<file path="src/include/cfg_status_pkg.sv">
// What this block does
// RULE_01: hold status low until power-on interval ends
// RULE_02: pull status low on configuration error
// RULE_03: external status low in config enters error
// RULE_04: configured device ignores both status lines
// RULE_05: host retries configuration when status low
// RULE_06: host reconfigures only by config request low
// RULE_07: failed early attempt retried after power-on
// RULE_08: hold complete line low until data done
// RULE_09: release complete line when initialization starts (code releases it on data done, before ST_INIT)
// RULE_10: enter user mode only seeing complete high
// RULE_11: request low in user mode resets, floats pins
// RULE_12: open-drain line high only when undriven
package cfg_status_pkg;

  //----------------------------------------------------------------
  // timing
  //----------------------------------------------------------------
  localparam int CLK_PERIOD_NS = 10;
  localparam int POR_TIME_US   = 100;
  localparam int POR_CYCLES    = (POR_TIME_US * 1000) / CLK_PERIOD_NS;
  localparam int INIT_CYCLES   = 16;
  localparam int CNT_W         = 24;

  //----------------------------------------------------------------
  // states
  //----------------------------------------------------------------
  typedef enum logic [2:0] {
    ST_POR    = 3'h0,
    ST_CONFIG = 3'h1,
    ST_WAITCD = 3'h3,
    ST_INIT   = 3'h2,
    ST_USER   = 3'h6,
    ST_ERROR  = 3'h7,
    ST_RESET  = 3'h5
  } cfg_state_t;

  // open-drain pin seen from the device: out low-enable only, the in level is not held here
  typedef struct packed {
    logic drive_n;
  } od_out_t;

  typedef struct packed {
    cfg_state_t       state;
    logic [CNT_W-1:0] count;
    logic             status_oe_n;
    logic             complete_oe_n;
    logic             user_mode;
    logic             pins_float;
  } cfg_reg_t;

endpackage : cfg_status_pkg

</file>
<file path="src/core/por_timer.sv">
`timescale 1ns/1ps
module por_timer #(
  parameter int CYCLES = cfg_status_pkg::POR_CYCLES
) (
  input  wire logic I_CLK_SYS,
  input  wire logic I_NRST,
  output logic      o_expired
);
  import cfg_status_pkg::*;

  // refuse interval lengths the counter cannot hold
  if (CYCLES < 1 || CYCLES >= (1 << CNT_W)) begin : g_bad_cycles
    $error("por_timer: CYCLES out of range");
  end

  logic [CNT_W-1:0] count;

  // counts power-on interval once after reset release
  always_ff @(posedge I_CLK_SYS or negedge I_NRST) begin
    if (!I_NRST) begin
      count     <= '0;
      o_expired <= 1'b0;
    end else if (!o_expired) begin
      count     <= count + 1'b1;
      o_expired <= (count == CNT_W'(CYCLES - 1));
    end
  end
endmodule : por_timer

</file>
<file path="src/core/config_status_handshake.sv">
`timescale 1ns/1ps
module config_status_handshake #(
  parameter int POR_CYC  = cfg_status_pkg::POR_CYCLES,
  parameter int INIT_CYC = cfg_status_pkg::INIT_CYCLES
) (
  input  wire logic I_CLK_SYS,
  input  wire logic I_NRST,
  input  wire logic I_CFG_REQ_N,
  input  wire logic I_DATA_DONE,
  input  wire logic I_DATA_ERR,
  input  wire logic I_STATUS_N_IN,
  input  wire logic I_COMPLETE_IN,
  output logic      O_STATUS_N_OE_N,
  output logic      O_COMPLETE_OE_N,
  output logic      O_CFG_ACTIVE,
  output logic      O_USER_MODE,
  output logic      O_PINS_FLOAT
);
  import cfg_status_pkg::*;

  // refuse init lengths the shared counter cannot hold
  if (INIT_CYC < 1 || INIT_CYC >= (1 << CNT_W)) begin : g_bad_init
    $error("config_status_handshake: INIT_CYC out of range");
  end

  cfg_reg_t r;
  cfg_reg_t next_r;
  logic     por_done;

  //----------------------------------------------------------------
  // power-on interval
  //----------------------------------------------------------------
  por_timer #(
    .CYCLES    (POR_CYC)
  ) u_por (
    .I_CLK_SYS (I_CLK_SYS),
    .I_NRST    (I_NRST),
    .o_expired (por_done)
  );

  //----------------------------------------------------------------
  // handshake state machine
  //----------------------------------------------------------------
  always_comb begin
    next_r = r;
    unique case (r.state)
      ST_POR: begin
        next_r.status_oe_n   = 1'b0;                      // RULE_01
        next_r.complete_oe_n = 1'b0;                      // RULE_08
        if (por_done) begin
          next_r.status_oe_n = 1'b1;                      // RULE_01
          next_r.state       = ST_CONFIG;                 // RULE_07
        end
      end
      ST_CONFIG: begin
        next_r.status_oe_n   = 1'b1;
        next_r.complete_oe_n = 1'b0;                      // RULE_08
        if (!I_CFG_REQ_N) begin
          next_r.state = ST_RESET;
        end else if (I_DATA_ERR) begin
          next_r.state       = ST_ERROR;                  // RULE_02
          next_r.status_oe_n = 1'b0;
        end else if (!I_STATUS_N_IN) begin
          next_r.state       = ST_ERROR;                  // RULE_03
          next_r.status_oe_n = 1'b0;
        end else if (I_DATA_DONE) begin
          next_r.complete_oe_n = 1'b1;                    // RULE_09
          next_r.state         = ST_WAITCD;
        end
      end
      ST_WAITCD: begin
        if (!I_CFG_REQ_N) begin
          next_r.state         = ST_RESET;
          next_r.complete_oe_n = 1'b0;
        end else if (!I_STATUS_N_IN) begin
          next_r.state         = ST_ERROR;                // RULE_03
          next_r.status_oe_n   = 1'b0;
          next_r.complete_oe_n = 1'b0;
        end else if (I_COMPLETE_IN) begin
          next_r.state = ST_INIT;                         // RULE_10
          next_r.count = '0;
        end
      end
      ST_INIT: begin
        if (!I_CFG_REQ_N) begin
          next_r.state         = ST_RESET;
          next_r.complete_oe_n = 1'b0;
        end else if (!I_STATUS_N_IN) begin
          next_r.state         = ST_ERROR;                // RULE_03
          next_r.status_oe_n   = 1'b0;
          next_r.complete_oe_n = 1'b0;
        end else if (r.count == CNT_W'(INIT_CYC - 1)) begin
          next_r.state      = ST_USER;
          next_r.user_mode  = 1'b1;
          next_r.pins_float = 1'b0;
        end else begin
          next_r.count = r.count + 1'b1;
        end
      end
      ST_USER: begin
        // status and complete inputs are not looked at here
        if (!I_CFG_REQ_N) begin                           // RULE_04
          next_r.state         = ST_RESET;                // RULE_11
          next_r.user_mode     = 1'b0;
          next_r.pins_float    = 1'b1;
          next_r.complete_oe_n = 1'b0;
        end
      end
      ST_ERROR: begin
        // error held until the host pulses the request line
        next_r.status_oe_n   = 1'b0;
        next_r.complete_oe_n = 1'b0;
        if (!I_CFG_REQ_N) begin
          next_r.state = ST_RESET;
        end
      end
      ST_RESET: begin
        next_r.status_oe_n   = 1'b0;
        next_r.complete_oe_n = 1'b0;
        next_r.user_mode     = 1'b0;
        next_r.pins_float    = 1'b1;
        if (I_CFG_REQ_N) begin
          next_r.state       = ST_CONFIG;                 // RULE_11
          next_r.status_oe_n = 1'b1;
        end
      end
      default: begin
        next_r.state = ST_RESET;
      end
    endcase
  end

  always_ff @(posedge I_CLK_SYS or negedge I_NRST) begin
    if (!I_NRST) begin
      r.state         <= ST_POR;
      r.count         <= '0;
      r.status_oe_n   <= 1'b0;
      r.complete_oe_n <= 1'b0;
      r.user_mode     <= 1'b0;
      r.pins_float    <= 1'b1;
    end else begin
      r <= next_r;
    end
  end

  //----------------------------------------------------------------
  // outputs, low enable means pulling the open-drain line low
  //----------------------------------------------------------------
  always_ff @(posedge I_CLK_SYS or negedge I_NRST) begin
    if (!I_NRST) begin
      O_STATUS_N_OE_N <= 1'b0;
      O_COMPLETE_OE_N <= 1'b0;
      O_CFG_ACTIVE    <= 1'b0;
      O_USER_MODE     <= 1'b0;
      O_PINS_FLOAT    <= 1'b1;
    end else begin
      O_STATUS_N_OE_N <= next_r.status_oe_n;              // RULE_12
      O_COMPLETE_OE_N <= next_r.complete_oe_n;            // RULE_12
      O_CFG_ACTIVE    <= (next_r.state == ST_CONFIG);
      O_USER_MODE     <= next_r.user_mode;
      O_PINS_FLOAT    <= next_r.pins_float;
    end
  end

  //----------------------------------------------------------------
  // checks
  //----------------------------------------------------------------
  status_por_hold_a: assert property (                    // RULE_01
    @(posedge I_CLK_SYS) disable iff (!I_NRST)
    !por_done |-> !O_STATUS_N_OE_N || r.state != ST_POR)
    else $error("status released before power-on interval");

  error_report_a: assert property (                       // RULE_02
    @(posedge I_CLK_SYS) disable iff (!I_NRST)
    (r.state == ST_CONFIG && I_CFG_REQ_N && I_DATA_ERR)
      |=> !O_STATUS_N_OE_N && r.state == ST_ERROR)
    else $error("config error not reported on status");

  ext_error_a: assert property (                          // RULE_03
    @(posedge I_CLK_SYS) disable iff (!I_NRST)
    (r.state inside {ST_CONFIG, ST_WAITCD, ST_INIT} && I_CFG_REQ_N
      && !I_STATUS_N_IN) |=> r.state == ST_ERROR)
    else $error("external status low did not cause error");

  user_ignore_a: assert property (                        // RULE_04
    @(posedge I_CLK_SYS) disable iff (!I_NRST)
    (r.state == ST_USER && I_CFG_REQ_N) |=> r.state == ST_USER
      && O_USER_MODE)
    else $error("user mode disturbed without request");

  retry_after_por_a: assert property (                    // RULE_07
    @(posedge I_CLK_SYS) disable iff (!I_NRST)
    (r.state == ST_POR && por_done) |=> r.state == ST_CONFIG
      && O_STATUS_N_OE_N)
    else $error("no configuration after power-on");

  complete_hold_a: assert property (                      // RULE_08
    @(posedge I_CLK_SYS) disable iff (!I_NRST)
    (r.state inside {ST_POR, ST_CONFIG} && !I_DATA_DONE)
      |=> !O_COMPLETE_OE_N || r.state != ST_CONFIG)
    else $error("complete line released before data done");

  complete_release_a: assert property (                   // RULE_09
    @(posedge I_CLK_SYS) disable iff (!I_NRST)
    (r.state == ST_CONFIG && I_CFG_REQ_N && !I_DATA_ERR
      && I_STATUS_N_IN && I_DATA_DONE) |=> O_COMPLETE_OE_N)
    else $error("complete line not released");

  user_needs_high_a: assert property (                    // RULE_10
    @(posedge I_CLK_SYS) disable iff (!I_NRST)
    (r.state == ST_WAITCD && !I_COMPLETE_IN) |=> r.state != ST_INIT)
    else $error("init entered while complete line low");

  request_reset_a: assert property (                      // RULE_11
    @(posedge I_CLK_SYS) disable iff (!I_NRST)
    (r.state == ST_USER && !I_CFG_REQ_N)
      |=> O_PINS_FLOAT && !O_USER_MODE ##1 r.state != ST_USER)
    else $error("request low did not reset user mode");
endmodule : config_status_handshake

</file>
<file path="config.mk">
export PLATFORM = sky130hd
export DESIGN_NAME = config_status_handshake
export DESIGN_NICKNAME = d
export VERILOG_FILES = /design/src/include/cfg_status_pkg.sv /design/src/core/por_timer.sv /design/src/core/config_status_handshake.sv
export SDC_FILE = /design/constraint.sdc
export NUM_CORES = 1
export LEC_CHECK = 0
export BUFFER_PORTS_ARGS = -buffer_cell sky130_fd_sc_hd__buf_4
export CORE_ASPECT_RATIO = 1.5
export CORE_MARGIN = 5
export CORE_UTILIZATION = 40
export DETAILED_ROUTE_END_ITERATION = 8
export GPL_TIMING_DRIVEN = 0
export PLACE_DENSITY_LB_ADDON = 0.12
export SLEW_MARGIN = 40
export SYNTH_ARGS = -nofsm -noshare
export SYNTH_HDL_FRONTEND = slang
export SYNTH_HIERARCHICAL = 1
export SYNTH_SLANG_ARGS = --single-unit
</file>
<file path="constraint.sdc">
create_clock -name I_CLK_SYS -period 1.9 [get_ports I_CLK_SYS]
set_input_delay 0 -clock I_CLK_SYS [delete_from_list [all_inputs] [get_ports I_CLK_SYS]]
set_output_delay 0 -clock I_CLK_SYS [all_outputs]
set_load 0.03 [all_outputs]
</file>
==> run metrics <==
outcome finished clean; Chip Height 115 um; Post-Synth XOR/XNOR Area 11.0%; R2R Path End r[15]; CP max FO 5; drt first pass iters 4; antenna viol nets, final 0; fin crit period 1.83 ns; post-synthesis cell area 0.00295 sq mm; largest net degree at the start of global routing 58; worst reg2reg path startpoint r[4]; Worst path max stage delay 0.41 ns; IO Pins 12; CTS buffer count 9; Core ar. 0.00723 sq mm; Rows 38; hold crit path type input port to flop; static leakage 1.56 nW; CTS tree built; CP max stage cell or3_4; flops & latches, synth 57; R2R setup slack 0.07 ns; count of pins over their slew limit 0; Max rail drop VDD 0.477 mV; CP startpoint r[4]; clock root cell clkbuf_8; CTS H-tree depth 3; Final Instance Count excl. Fillers 440; period utilization 96.4%; mean area per synthesized cell 9.91 sq um; RSZ-0062 raised after global routing true; cells after synthesis 298; maximum clock path buffer count 2; vias in the first global route 2535; Routed WL 6830 um; Starting DRT DRC Count 106; Ys Warns 6; clk_skew 0.00716 ns; DRC violations left 0; P per Cell Area 788 mW/mm^2; Critical path buffers and inverters 0; nets 344; combinational family with the most area after synthesis simple AND/OR/NAND/NOR gates; total chip power 0.00291 W; later-pin clock latency in the skew report 0.34 ns; Antenna diodes 0; CP required 2.12 ns; Clock transition at path regs 0.07 ns; Post-Synth Adder-Cell Area 0.847%; post-DP HPWL 4610 um; number of cells on the critical path 6; Max Freq 546 MHz; Die X 80.2 um; TNS Setup 0 ns; Simple-Gate Fraction of Synth Area 29.4%; Critical Path AT 2.05 ns; Worst Setup Start Kind flop; IO buf count 11; Via density 5.25; # setup viols final 0; reported max-cap violation count 0; RePlAce Congestion 0.746; Layout fillers 695; Overflow after GRT 0; syn_nets 307; cells on worst reg2reg path 6; endpoints failing hold 0; worst slew pin tran 0.518 ns; Crit Path Category flop to flop; post-synthesis mux area share 1.86%; commonest non-fill, non-tap cell in the layout dfrtp_1; CP cell instances ha_2 -> and3_4 -> nand4_1 -> or3_4 -> nand3_2 -> mux2_4; sequential share of the synthesized area 48.3%; Compound-Gate Fraction of Synth Area 6.06%; routed length per instance 15.5 um; first-pass GRT wire length 11700 um; Crit path max-delay family simple AND/OR/NAND/NOR gates; Placed Cells 409; commonest cells after routing, fill and taps aside dfrtp_1, xnor2_1, nor2_1, buf_4, nand2_1; Syn-to-layout area delta 25.3%; post-synth cell types 50; Setup crit end kind flop; Starting Density 40.9%; Slew HR 65.2%; layout cell share with drive strength beyond 1 28.2%; final core occ 51.2%; via count 2308; die area 0.00924 sq mm; antenna violations before repair 0; All-Layer GR Usage 16.5%; CP endpoint r[15]; Clock Sink Count 57
[logic make-up (layout without fill, tap and decap cells)]
logic type,after synthesis,count (layout)
compound gates,27,27
xor+xnor,37,37
mux,5,5
fa+ha+maj,2,2
buf+inv,16,58
flops,57,57
simple gates,154,154
[worst reg2reg max path: stages (launching register included)]
cell	delay, ns
dfrtp_1	0.37
ha_2	0.19
and3_4	0.23
nand4_1	0.14
or3_4	0.41
nand3_2	0.09
mux2_4	0.29
[flip-flops by register name, summed over array words and instances, names as in the netlist]
signal and count:
O_PINS_FLOAT 1, O_CFG_ACTIVE 1, O_STATUS_N_OE_N 1, r 27, u_por/count 24, O_COMPLETE_OE_N 1, u_por/o_expired 1, O_USER_MODE 1
[per-layer routing]
layer  global-route usage, %  up-vias  routed length (um)
li1                        -     1145                   -
met1                    17.3     1132                2690
met2                    30.9       22                3860
met3                    3.13        9                 135
met4                    7.78        0                 137
met5                       0        -                   0
[report_power, final]
group          internal (W)  total, W  switching [W]
clock              0.000900   0.00140       0.000499
sequential          0.00125   0.00130      0.0000458
combinational     0.0000974  0.000218       0.000121
[cells in the mapped netlist, drive strengths merged]
master	number	share of area [%]
nand4	13	3.3
or3	3	0.64
nand2b	3	0.64
or2	1	0.21
a32o	1	0.34
a31o	1	0.30
nand3	23	4.1
a21oi	8	1.4
nor3	9	1.7
a21o	1	0.25
ha	2	0.85
a22o	2	0.64
o21ai	6	1.0
and3	8	1.7
or4	1	0.25
inv	7	0.89
nor2	32	4.1
o41ai	1	0.30
nand2	24	3.1
and4	4	1.2
o21a	2	0.51
a31oi	2	0.42
a311o	1	0.34
buf	5	1.1
clkbuf	4	0.51
nor4	19	5.0
nor3b	3	0.76
nand4b	2	0.59
mux2	4	1.5
nor2b	3	0.64
and2	4	0.89
mux2i	1	0.34
dfrtp	56	47
and4b	1	0.38
a41o	1	0.34
nor4b	1	0.30
xnor2	34	10
dfstp	1	0.89
a211oi	1	0.25
xor2	3	0.89
[timing repair]
action,CTS,global route
hold buffers,1,0
endpoints found under the hold margin,56,0
setup endpoints to repair,20,23
resized for setup,20,30
pin swaps,5,6
buffers inserted,11,4
[layout make-up]
cell class	instances	area, sq um	share of cell area [%]
Buffer	8	52.6	1.42
Clock buffer	10	138	3.72
Clock inverter	6	105	2.84
Inverter	7	26.3	0.710
Multi-Input combinational cell	225	1610	43.5
Sequential cell	57	1440	38.8
Tap cell	100	125	3.38
Timing Repair Buffer	27	209	5.65
[how the worst min path moves through the flow]
stage                      from           end  slack (ns)  cells after the start
floorplan                I_NRST  O_CFG_ACTIVE       -0.30                      0
global placement         I_NRST         r[20]        0.11                      1
detailed placement       I_NRST         r[18]        0.11                      1
CTS                 I_CFG_REQ_N         r[28]       0.009                      4
global route        I_CFG_REQ_N         r[28]        0.04                      4
finish              I_CFG_REQ_N         r[28]        0.04                      4
[per-stage QoR]
stage,worst slack [ns],instance area (sq um),hold slack [ns]
after floorplan,0.0198,2950,-0.296
after global placement,-0.251,3160,0.114
after CTS,0.00354,3570,0.00890
after global routing,-0.0137,3700,0.0444
final,0.0679,3700,0.0365
after detailed placement,-0.257,3160,0.111
No activity file was read; power rests on OpenSTA's default activity.
